File: config.mk
export PLATFORM = sky130hd
export DESIGN_NAME = jtid_top
export DESIGN_NICKNAME = d
export VERILOG_FILES = /design/src/rtl/jtid_pkg.sv /design/src/rtl/jtid_tap_if.sv /design/src/rtl/jtid_tap.sv /design/src/rtl/jtid_top.sv
export SDC_FILE = /design/constraint.sdc
export NUM_CORES = 1
export LEC_CHECK = 0
export ABC_CLOCK_PERIOD_IN_PS = 7200
export BUFFER_PORTS_ARGS = -buffer_cell sky130_fd_sc_hd__buf_4
export CAP_MARGIN = 20
export CORE_MARGIN = 2
export CORE_UTILIZATION = 62
export CTS_CLUSTER_DIAMETER = 80
export DETAILED_ROUTE_END_ITERATION = 6
export GPL_TIMING_DRIVEN = 0
export PLACE_DENSITY = 0.84
export RECOVER_POWER = 25
export SYNTH_ARGS = -nofsm -noshare
export SYNTH_HDL_FRONTEND = slang
export SYNTH_HIERARCHICAL = 1
export SYNTH_SLANG_ARGS = --single-unit
File: constraint.sdc
create_clock -name clk_sys -period 7.2 [get_ports clk_sys]
set_clock_uncertainty 0.2 [all_clocks]
set_input_delay 1.44 -clock clk_sys [delete_from_list [all_inputs] [get_ports clk_sys]]
set_output_delay 1.44 -clock clk_sys [all_outputs]
set_load 0.03 [all_outputs]
File: src/rtl/jtid_pkg.sv
package jtid_pkg;
  localparam int unsigned IR_W = 4;
  localparam int unsigned ID_W = 32;
  localparam int unsigned NPIN = 8;
  localparam int unsigned CDR_W = 34;
  // instruction codes
  localparam logic [3:0] IR_EXTEST  = 4'h0;
  localparam logic [3:0] IR_DEVICE_IDENTIFICATION  = 4'h1;
  localparam logic [3:0] IR_SAMPLE  = 4'h2;
  localparam logic [3:0] IR_CHIPACC = 4'h4;
  localparam logic [3:0] IR_USER    = 4'h8;
  localparam logic [3:0] IR_BYPASS  = 4'hf;
  localparam logic [3:0] IR_CAPT    = 4'h1;
  // identification fields, values arbitrary
  localparam logic [3:0]  IDC_VERSION = 4'h0;
  localparam logic [15:0] IDC_PART    = 16'h0001;
  localparam logic [10:0] IDC_MANUF   = 11'h001;
  localparam logic [15:0] UC_REVISION = 16'h0001;
  localparam logic [5:0]  UC_UNUSED   = 6'h00;
  // security register bit positions
  localparam int unsigned SEC_JTAG_OFF = 0;
  localparam int unsigned SEC_BOOT_OTP = 5;
  localparam int unsigned SEC_OTP_OFF  = 13;
  localparam int unsigned SEC_UID_LO   = 22;
  localparam int unsigned SEC_UID_HI   = 31;
  // chip access targets
  localparam logic [1:0] TGT_TILE   = 2'h0;
  localparam logic [1:0] TGT_SWITCH = 2'h1;
  localparam logic [1:0] TGT_OTP    = 2'h2;
  typedef enum logic [3:0] {
    st_tlr, st_rti, st_seldr, st_capdr, st_shdr, st_ex1dr, st_padr,
    st_ex2dr, st_updr, st_selir, st_capir, st_shir, st_ex1ir, st_pair,
    st_ex2ir, st_upir
  } jtid_tap_e;
endpackage

File: src/rtl/jtid_tap_if.sv
`timescale 1ns/10ps
interface jtid_tap_if;
  logic        tck_r;
  logic        tck_f;
  logic        tms;
  logic        tdi;
  logic        jrst;
  logic [31:0] ucode;
  logic        cust_sel;
  logic        cust_tdo;
  logic [3:0]  ir;
  logic        cap_dr;
  logic        sh_dr;
  logic        upd_dr;
  logic        shifting;
  logic        tdo;
  modport tap (input tck_r, tck_f, tms, tdi, jrst, ucode, cust_sel,
               cust_tdo, output ir, cap_dr, sh_dr, upd_dr, shifting, tdo);
  modport ctl (output tck_r, tck_f, tms, tdi, jrst, ucode, cust_sel,
               cust_tdo, input ir, cap_dr, sh_dr, upd_dr, shifting, tdo);
endinterface

File: src/rtl/jtid_tap.sv
`timescale 1ns/10ps
module jtid_tap (
  input wire logic clk_sys, // system clock
  jtid_tap_if.tap  t        // tap controls and data register hooks
);
  import jtid_pkg::*;

  jtid_tap_e   st_r,   st_nxt;
  logic [3:0]  ir_r,   ir_nxt;
  logic [3:0]  irs_r,  irs_nxt;
  logic [31:0] dr_r,   dr_nxt;
  logic        tdo_r,  tdo_nxt;
  logic        is_id, is_user;

  assign is_id    = (ir_r == IR_DEVICE_IDENTIFICATION);
  assign is_user  = (ir_r == IR_USER);
  assign t.ir     = ir_r;
  assign t.tdo    = tdo_r;
  assign t.cap_dr = t.tck_r && st_r == st_capdr;
  assign t.sh_dr  = t.tck_r && st_r == st_shdr;
  assign t.upd_dr = t.tck_f && st_r == st_updr;
  assign t.shifting = (st_r == st_shdr) || (st_r == st_shir);

  // ****************************************************
  // state, instruction and internal data registers
  // ****************************************************
  always_comb begin
    st_nxt  = st_r;
    ir_nxt  = ir_r;
    irs_nxt = irs_r;
    dr_nxt  = dr_r;
    tdo_nxt = tdo_r;
    if (t.tck_r) begin
      case (st_r)
        st_tlr:   st_nxt = t.tms ? st_tlr   : st_rti;
        st_rti:   st_nxt = t.tms ? st_seldr : st_rti;
        st_seldr: st_nxt = t.tms ? st_selir : st_capdr;
        st_capdr: st_nxt = t.tms ? st_ex1dr : st_shdr;
        st_shdr:  st_nxt = t.tms ? st_ex1dr : st_shdr;
        st_ex1dr: st_nxt = t.tms ? st_updr  : st_padr;
        st_padr:  st_nxt = t.tms ? st_ex2dr : st_padr;
        st_ex2dr: st_nxt = t.tms ? st_updr  : st_shdr;
        st_updr:  st_nxt = t.tms ? st_seldr : st_rti;
        st_selir: st_nxt = t.tms ? st_tlr   : st_capir;
        st_capir: st_nxt = t.tms ? st_ex1ir : st_shir;
        st_shir:  st_nxt = t.tms ? st_ex1ir : st_shir;
        st_ex1ir: st_nxt = t.tms ? st_upir  : st_pair;
        st_pair:  st_nxt = t.tms ? st_ex2ir : st_pair;
        st_ex2ir: st_nxt = t.tms ? st_upir  : st_shir;
        st_upir:  st_nxt = t.tms ? st_seldr : st_rti;
        default:  st_nxt = st_tlr;
      endcase
      case (st_r)
        st_tlr:   ir_nxt = IR_DEVICE_IDENTIFICATION;
        st_capir: irs_nxt = IR_CAPT;
        st_shir:  irs_nxt = {t.tdi, irs_r[3:1]};
        st_capdr: begin
          if (is_id) begin
            dr_nxt = {IDC_VERSION, IDC_PART, IDC_MANUF, 1'b1};
          end else if (is_user) begin
            dr_nxt = t.ucode;
          end else begin
            dr_nxt = 32'h0;
          end
        end
        st_shdr: begin
          if (is_id || is_user) begin
            dr_nxt = {t.tdi, dr_r[31:1]};
          end else begin
            dr_nxt = {31'h0, t.tdi};
          end
        end
        default: ;
      endcase
    end
    if (t.tck_f) begin
      case (st_r)
        st_upir: ir_nxt = irs_r;
        st_shir: tdo_nxt = irs_r[0];
        st_shdr: tdo_nxt = t.cust_sel ? t.cust_tdo : dr_r[0];
        default: ;
      endcase
    end
  end

  always_ff @(posedge clk_sys) begin
    if (t.jrst) begin
      st_r  <= st_tlr;
      ir_r  <= IR_DEVICE_IDENTIFICATION;
      irs_r <= IR_CAPT;
      dr_r  <= 32'h0;
      tdo_r <= 1'b0;
    end else begin
      st_r  <= st_nxt;
      ir_r  <= ir_nxt;
      irs_r <= irs_nxt;
      dr_r  <= dr_nxt;
      tdo_r <= tdo_nxt;
    end
  end
endmodule // jtid_tap

File: src/rtl/jtid_top.sv
`timescale 1ns/10ps
// What this block does
// - two taps per tile in chain after reset
// - boundary scan tap serves the pins
// - chip tap reaches tile, switch, fused memory
// - test reset low keeps all taps reset
// - identification value shifts out, bit zero one
// - user code shifts out ident, unused, revision
// - user ident comes from security bits 31..22
// - blank fuses give all zero user ident
// - global reset active low, asserts asynchronously
// - boot starts only after pll lock returns
// - security bit 0 disables the whole port
// - security bit 13 blocks fused memory access
// - security bits 31..22 extend the user ident
module jtid_top
  import jtid_pkg::*;
(
  input  wire logic                      clk_sys,    // 25 MHz clock
  input  wire logic                      rst,        // sync reset
  input  wire logic                      glob_rst_n, // global reset pin
  input  wire logic                      pll_lock,   // pll locked
  input  wire logic                      tck,        // test clock pin
  input  wire logic                      tms,        // test mode pin
  input  wire logic                      tdi,        // test data in
  input  wire logic                      trst_n,     // test reset pin
  input  wire logic [31:0]               sec_reg,    // tile 0 security
  input  wire logic [jtid_pkg::NPIN-1:0] pin_in,     // pad levels
  input  wire logic [31:0]               acc_rdata,  // access read data
  output logic                           tdo,        // test data out
  output logic                           tdo_oe_n,   // tdo enable, low
  output logic [jtid_pkg::NPIN-1:0]      pin_out,    // scan pad values
  output logic                           pin_ext,    // scan owns pads
  output logic                           acc_req,    // access pulse
  output logic [1:0]                     acc_tgt,    // access target
  output logic [31:0]                    acc_wdata,  // access data
  output logic                           boot_go,    // boot may start
  output logic                           boot_otp,   // boot from fuses
  output logic                           jtag_off    // port disabled
);
  import jtid_pkg::*;

  // ****************************************************
  // reset bridge and pin synchronisers
  // ****************************************************
  logic [1:0]      grst_r;
  logic [12:0]     sy1_r, sy2_r;
  logic            tckd_r;
  logic            dev_rst, jrst, tck_r, tck_f;
  logic            s_tck, s_tms, s_tdi, s_trst_n, s_lock;
  logic [NPIN-1:0] s_pin;

  // assertion lands without a clock; release is clocked
  always_ff @(posedge clk_sys or negedge glob_rst_n) begin
    if (!glob_rst_n) begin
      grst_r <= 2'b00;
    end else begin
      grst_r <= {grst_r[0], 1'b1};
    end
  end
  assign dev_rst = rst || !grst_r[1];

  always_ff @(posedge clk_sys) begin
    sy1_r  <= {pin_in, pll_lock, trst_n, tdi, tms, tck};
    sy2_r  <= sy1_r;
    tckd_r <= sy2_r[0];
  end
  assign s_tck    = sy2_r[0];
  assign s_tms    = sy2_r[1];
  assign s_tdi    = sy2_r[2];
  assign s_trst_n = sy2_r[3];
  assign s_lock   = sy2_r[4];
  assign s_pin    = sy2_r[12:5];
  assign tck_r    = s_tck && !tckd_r;
  assign tck_f    = !s_tck && tckd_r;
  // port held in reset by test reset or security lock
  assign jrst = dev_rst || !s_trst_n || sec_reg[SEC_JTAG_OFF];

  // ****************************************************
  // boot sequencing
  // ****************************************************
  logic boot_go_r, boot_go_nxt, boot_otp_r, boot_otp_nxt;
  always_comb begin
    boot_go_nxt  = boot_go_r;
    boot_otp_nxt = boot_otp_r;
    if (!boot_go_r && s_lock) begin
      boot_go_nxt  = 1'b1;
      boot_otp_nxt = sec_reg[SEC_BOOT_OTP];
    end
  end
  always_ff @(posedge clk_sys) begin
    if (dev_rst) begin
      boot_go_r  <= 1'b0;
      boot_otp_r <= 1'b0;
    end else begin
      boot_go_r  <= boot_go_nxt;
      boot_otp_r <= boot_otp_nxt;
    end
  end

  // ****************************************************
  // the two taps, boundary first then chip
  // ****************************************************
  jtid_tap_if bs_if ();
  jtid_tap_if cp_if ();
  logic [31:0]      ucode;
  logic [NPIN-1:0]  bsr_r, bsr_nxt, bsu_r, bsu_nxt;
  logic [CDR_W-1:0] cdr_r, cdr_nxt;
  logic             bs_scan, cp_acc, otp_blk;

  // blank fuses read as zero, so nothing substitutes here
  assign ucode = {sec_reg[SEC_UID_HI:SEC_UID_LO], UC_UNUSED,
                  UC_REVISION};
  assign bs_scan = bs_if.ir == IR_EXTEST || bs_if.ir == IR_SAMPLE;
  assign cp_acc  = cp_if.ir == IR_CHIPACC;
  assign otp_blk = sec_reg[SEC_OTP_OFF] && cdr_r[33:32] == TGT_OTP;

  assign bs_if.tck_r    = tck_r;
  assign bs_if.tck_f    = tck_f;
  assign bs_if.tms      = s_tms;
  assign bs_if.tdi      = s_tdi;
  assign bs_if.jrst     = jrst;
  assign bs_if.ucode    = ucode;
  assign bs_if.cust_sel = bs_scan;
  assign bs_if.cust_tdo = bsr_r[0];
  // chip tap follows in the chain, fed by the first tap's output
  assign cp_if.tck_r    = tck_r;
  assign cp_if.tck_f    = tck_f;
  assign cp_if.tms      = s_tms;
  assign cp_if.tdi      = bs_if.tdo;
  assign cp_if.jrst     = jrst;
  assign cp_if.ucode    = ucode;
  assign cp_if.cust_sel = cp_acc;
  assign cp_if.cust_tdo = cdr_r[0];

  jtid_tap u_bs_tap (
    .clk_sys (clk_sys),
    .t       (bs_if)
  );
  jtid_tap u_cp_tap (
    .clk_sys (clk_sys),
    .t       (cp_if)
  );

  // ****************************************************
  // boundary scan and chip access data registers
  // ****************************************************
  logic       req_nxt, req_r, ext_nxt, ext_r;
  logic [1:0] tgt_nxt, tgt_r;
  logic [31:0] wd_nxt, wd_r;

  always_comb begin
    bsr_nxt = bsr_r;
    bsu_nxt = bsu_r;
    cdr_nxt = cdr_r;
    req_nxt = 1'b0;
    tgt_nxt = tgt_r;
    wd_nxt  = wd_r;
    ext_nxt = bs_if.ir == IR_EXTEST;
    if (bs_scan) begin
      if (bs_if.cap_dr) begin
        bsr_nxt = s_pin;
      end else if (bs_if.sh_dr) begin
        bsr_nxt = {bs_if.tdi, bsr_r[NPIN-1:1]};
      end else if (bs_if.upd_dr) begin
        bsu_nxt = bsr_r;
      end
    end
    if (cp_acc) begin
      if (cp_if.cap_dr) begin
        // blocked fused reads return zero, target kept
        cdr_nxt = {cdr_r[33:32], otp_blk ? 32'h0 : acc_rdata};
      end else if (cp_if.sh_dr) begin
        cdr_nxt = {cp_if.tdi, cdr_r[CDR_W-1:1]};
      end else if (cp_if.upd_dr && !otp_blk) begin
        req_nxt = 1'b1;
        tgt_nxt = cdr_r[33:32];
        wd_nxt  = cdr_r[31:0];
      end
    end
  end

  always_ff @(posedge clk_sys) begin
    if (jrst) begin
      bsr_r <= '0;
      bsu_r <= '0;
      cdr_r <= '0;
      req_r <= 1'b0;
      tgt_r <= TGT_TILE;
      wd_r  <= 32'h0;
      ext_r <= 1'b0;
    end else begin
      bsr_r <= bsr_nxt;
      bsu_r <= bsu_nxt;
      cdr_r <= cdr_nxt;
      req_r <= req_nxt;
      tgt_r <= tgt_nxt;
      wd_r  <= wd_nxt;
      ext_r <= ext_nxt;
    end
  end

  // ****************************************************
  // test data out
  // ****************************************************
  logic tdo_r, tdo_nxt, oen_r, oen_nxt;
  always_comb begin
    tdo_nxt = cp_if.tdo;
    // floats unless one of the taps is shifting
    oen_nxt = !(bs_if.shifting || cp_if.shifting);
  end
  always_ff @(posedge clk_sys) begin
    if (jrst) begin
      tdo_r <= 1'b0;
      oen_r <= 1'b1;
    end else begin
      tdo_r <= tdo_nxt;
      oen_r <= oen_nxt;
    end
  end

  logic off_r;
  always_ff @(posedge clk_sys) begin
    if (dev_rst) begin
      off_r <= 1'b0;
    end else begin
      off_r <= sec_reg[SEC_JTAG_OFF];
    end
  end

  assign tdo       = tdo_r;
  assign tdo_oe_n  = oen_r;
  assign pin_out   = bsu_r;
  assign pin_ext   = ext_r;
  assign acc_req   = req_r;
  assign acc_tgt   = tgt_r;
  assign acc_wdata = wd_r;
  assign boot_go   = boot_go_r;
  assign boot_otp  = boot_otp_r;
  assign jtag_off  = off_r;
endmodule // jtid_top
Word level (Yosys, flattened, before mapping)
Index checks and enable logic that the tools add are counted.
{ "totals": {"word_cells": 167, "register_bits": 210, "in_bits": 80, "output_inout_bits": 49} }
{ "op_classes": {"n_mux": 42, "eq_ne": 37, "reduce_logical": 56, "bitwise": 5} }
{ "op_table": {"columns": ["operator", "count"], "rows": [
  ["32-bit two-way mux", 9],
  ["32-bit case mux with 2 select lines", 2],
  ["4-bit case mux with 12 select lines", 2],
  ["4-bit == test (second input constant)", 18],
  ["4-bit two-way mux", 12],
  ["4-bit by 3-bit == test with 1-bit output (second input constant)", 9],
  ["4-bit by 2-bit == test with 1-bit output (second input constant)", 5],
  ["4-bit by 1-bit == test with 1-bit output (second input constant)", 4],
  ["8-bit two-way mux", 2],
  ["4-bit case mux with 2 select lines", 2],
  ["2-bit AND reduction", 8],
  ["2-bit nonzero test", 8],
  ["4-bit zero test", 3],
  ["1-bit logical AND", 11],
  ["1-bit logical OR", 9],
  ["4-bit AND reduction", 2],
  ["2-bit OR reduction", 4],
  ["1-bit zero test", 7],
  ["1-bit two-way mux", 6],
  ["2-bit two-way mux", 3],
  ["3-bit two-way mux", 2],
  ["3-bit OR reduction", 2],
  ["1-bit NOT", 5],
  ["1-bit case mux with 2 select lines", 2],
  ["other kinds (3)", 3]
]} }

Longest topological paths before layout
{ "logic_depth": {"depth_word": 5, "mapped_depth": 8, "mapped_depth_nobuf": 6} }

By module
Netlist, hierarchy kept.
{ "modules_own_cells": {"columns": ["module", "area_each_um2", "cells_each", "instances", "seq_area_each_um2"], "rows": [
  ["jtid_top", 4589.4, 480, 1, 2412.3],
  ["jtid_tap", 2250.9, 288, 2, 900.9]
]} }

Worst setup path before layout
No wires, ideal clock.
{ "synth_path": {"path_kind": "input port to flip-flop", "start": "input port rst", "end": "register u_bs_tap.irs_r[0]", "setup_ns": 0.119, "n_path_buf": 4, "stages": 7, "slack_ns": 4.101, "t_required_ns": 6.881, "arrival_time_ns": 2.779, "path_cell_list": "nor4bb_1 -> buf_2 -> clkinv_1 -> clkbuf_1 -> buf_1 -> clkbuf_1 -> o21bai_1"} }
{ "synth_via": {"elab_chain_len": 3} }
{ "synth_rtl": {"columns": ["element", "line_no", "text"], "rows": [
  ["start: declaration", "jtid_top.sv:20", "input wire logic rst,"],
  ["1-bit logical OR", "jtid_top.sv:61", "assign dev_rst = rst || !grst_r[1];"],
  ["1-bit logical OR (2 in a row)", "jtid_top.sv:77", "assign jrst = dev_rst || !s_trst_n || sec_reg[SEC_JTAG_OFF];"],
  ["net bs_if.jrst", "jtid_tap_if.sv:7", "logic jrst;"],
  ["end signal: assignment", "jtid_tap.sv:96", "irs_r <= irs_nxt;"],
  ["end: declaration", "jtid_tap.sv:10", "logic [3:0] irs_r, irs_nxt;"]
]} }
The timed path passes the listed nets, and every way through them passes these cells.
A chain may end at the register's enable or synchronous reset.

Worst setup path in the final report
{ "layout_path": {"start": "input port sec_reg[0]", "end": "register u_bs_tap.dr_r[29]"} }
{ "layout_via": {"elab_chain_len": 1} }
{ "layout_rtl": {"columns": ["element", "line_no", "text"], "rows": [
  ["start: declaration", "jtid_top.sv:27", "input wire logic [31:0] sec_reg,"],
  ["1-bit logical OR", "jtid_top.sv:77", null],
  ["net bs_if.jrst", "jtid_tap_if.sv:7", null],
  ["end signal: assignment", "jtid_tap.sv:97", "dr_r <= dr_nxt;"],
  ["end: declaration", "jtid_tap.sv:11", "logic [31:0] dr_r, dr_nxt;"]
]} }
The timed path passes the listed nets, and every way through them passes these cells.

==> out/results.txt <==
NetSw: 492 uW
Die area: 0.0156 sq mm
FF+latch count, synth: 210
Clock share of power: 48.6%
Arr. time, crit path: 3.90 ns
Post-cts sizing count: 0
I/O pins: 129
Max Cap Viol: 0
Final Critical Period: 3.71 ns
Synth area leaders: dfxtp_1 46%, a311oi_1 9.0%, nand2_1 8.6%
IO Port Bufs: 109
Yosys warnings: 6
Max clock buf depth: 3
Proportion of layout cells with a drive suffix above 1: 12.9%
Fin. Hold Viols: 0
Residual DRC: 0
Outcome: completed
Power density over cell area: 220 mW/mm^2
Final #Nets: 1312
Die Ht: 125 um
# fillers: 1116
Pleak: 0.00346 uW
Area of the multi-input gates: 0.00450 sq mm
Logic pwr share: 2.6%
Top_reg_cell synth: dfxtp_1
Asr flop ratio synth: 0.952%
Clock slew at reported path FFs: 0.06 ns
Hold depth: 0
Post-synth EDFFs: 0
Global-route wire length before repair: 37300 um
Mapped Area: 0.00909 sq mm
FF/Latch Area: 0.00421 sq mm
Initial DRC Count: 674
Clk sinks: 210
Core region area: 0.0144 sq mm
Site row count: 44
CTS Root Cell: clkbuf_16
Sequential share of power: 48.8%
Die X: 125 um
Data required time of the worst path: 7.39 ns
Post-synth top area share: 45.8%
Hold Path Class: flip-flop to flip-flop
Routed Antenna Nets: 0
Drt total wl: 22500 um
Peak supply drop: 0.153 mV
Setup TNS: 0 ns
Fin. max-slew vios: 0
RePlAce Congestion: 0.917
Final Setup Violations: 0
Initial antenna violation count: 0
Vias in the first global route: 7899
Post-DP HPWL: 15300 um
TritonCTS clock tree: done
WL/cell: 15.7 um
Nature of the critical path startpoint: primary input
Worst Tran Pin Value: 0.997 ns
Final period utilization: 51.6%
RSZ-0062 raised after global routing: no
Pin count of the biggest net entering global routing: 15
CP Class: primary input to flip-flop
CP Capture Type: flip-flop
Switching share of power: 20.4%
Fmax achieved: 269 MHz
Starting Density: 63.0%
Largest area contributor in the netlist: dfxtp_1
Critical Path Fanout Max: 11
Fin Hold WS: 0.125 ns
Area growth, synth to finish: 20.1%
Top post-synthesis cells by count: 208 x dfxtp_1, 208 x nand2_1, 93 x a311oi_1
Diodes inserted: 0
Pint: 1910 uW
Tot GR Track Use: 27.6%
Post-synth cell types: 53
Setup Fix Bufs, Post-CTS: 0
Vias/cell: 5.81
Seq/Total Area, Yosys: 46.4%
CTS Buf Count: 22
Total congestion overflow: 0
Synth Area per Inst: 8.61 sq um
Post-Syn Instances: 1056
Clk_lat worst skew: 0.50 ns
Cell count of the worst reg-to-reg path: 7
Max_slew headroom: 33.4%
Vias: 8326
Hold buffers post-CTS: 0
Drt pass-1 iters: 5
H-Tree Depth: 1
-- metal layers --
metal	part of all wire (%)	GRT usage (%)	up-vias	wire length, um
li1	-	-	4062	-
met1	44	36.0	3899	9800
met2	47	47.1	319	10700
met3	7.0	4.49	46	1570
met4	2.2	9.02	0	492
met5	0	0	-	0
-- worst max-delay path: stages --
cell	delay (ns)
buf_4	0.12
nor4bb_1	0.25
clkbuf_1	0.42
clkinv_1	0.34
clkbuf_1	0.38
buf_1	0.35
clkbuf_1	0.29
a311oi_1	0.31
-- worst paths after layout --
| kind | endpoint | slack, ns | startpoint |
|---|---|---|---|
| setup / recovery | u_bs_tap/dr_r[29] | 3.49 | sec_reg[0] |
| hold / removal | sy2_r[11] | 0.12 | sy1_r[11] |
| setup reg to reg | cdr_r[2] | 3.88 | sy2_r[0] |
| hold reg to reg | sy2_r[11] | 0.12 | sy1_r[11] |
| max in group asynchronous | grst_r[1] | 6.15 | glob_rst_n |
| min in group asynchronous | grst_r[0] | 0.52 | glob_rst_n |
-- layout by cell type (no fill, tap or decap), types with 7 or more instances in the layout --
cell type  netlist  routed
nand2_1        208     208
dfxtp_1        208     208
clkbuf_1        60     101
a311oi_1        93      93
nor2_1          82      82
a21oi_1         82      82
buf_4            0      63
nand3_1         57      57
mux2i_1         47      47
conb_1           2      45
nand2b_1        37      37
clkbuf_16        0      23
buf_2           19      18
o21ai_0         16      16
clkbuf_4         0      13
inv_1           11      11
nor2b_1          9       9
nor3_1           9       9
a211oi_1         8       8
or3_1            7       7
-- area by class of cell --
class / count / share of cell area [%]
Sequential cell: 210 / 38.6
Timing Repair Buffer: 109 / 6.36
Multi-Input combinational cell: 782 / 41.2
Clock buffer: 32 / 5.76
Inverter: 14 / 0.527
Buffer: 93 / 4.41
Clock inverter: 8 / 1.05
Tap cell: 184 / 2.11
-- power groups by stage --
stage | combinational, uW | sequential, uW | clock (uW)
2_1_floorplan | 23.8 | 1200 | 0
5_1_grt | 67.4 | 1180 | 1230
3_5_place_dp | 61.4 | 1200 | 0
4_1_cts | 61.7 | 1170 | 1180
6_report | 62.0 | 1170 | 1170
3_3_place_gp | 60.8 | 1200 | 0
-- sequential cells by signal, indices dropped and copies added, names as in the netlist, 8 cells and up --
signal / flops
u_cp_tap/dr_r: 32
u_bs_tap/dr_r: 32
sy1_r: 13
acc_wdata: 32
pin_out: 8
sy2_r: 13
cdr_r: 34
bsr_r: 8
-- cells by family (layout without fill, tap and decap cells) --
logic type	after synthesis	count (layout)	synth area share, %
mux	51	51	5.67
other cells	2	45	0.0826
buf+inv	107	256	5.95
simple gates	450	450	23.4
xor+xnor	4	4	0.385
compound gates	232	232	18.2
flops	210	210	46.4
-- through the flow --
step | util, % | instances | area [sq um] | total power, uW | setup WS (ns)
global route | 75.7 | 1432 | 10900 | 2480 | 3.30
floorplan | - | 1099 | 9250 | 1220 | 4.10
finish | 75.7 | 1432 | 10900 | 2410 | 3.49
CTS | 76.6 | 1432 | 11000 | 2420 | 3.79
detailed placement | 71.4 | 1392 | 10300 | 1260 | 3.28
global placement | 71.4 | 1392 | 10300 | 1260 | 3.37
Note: power is estimated with default switching activity, not from simulation.
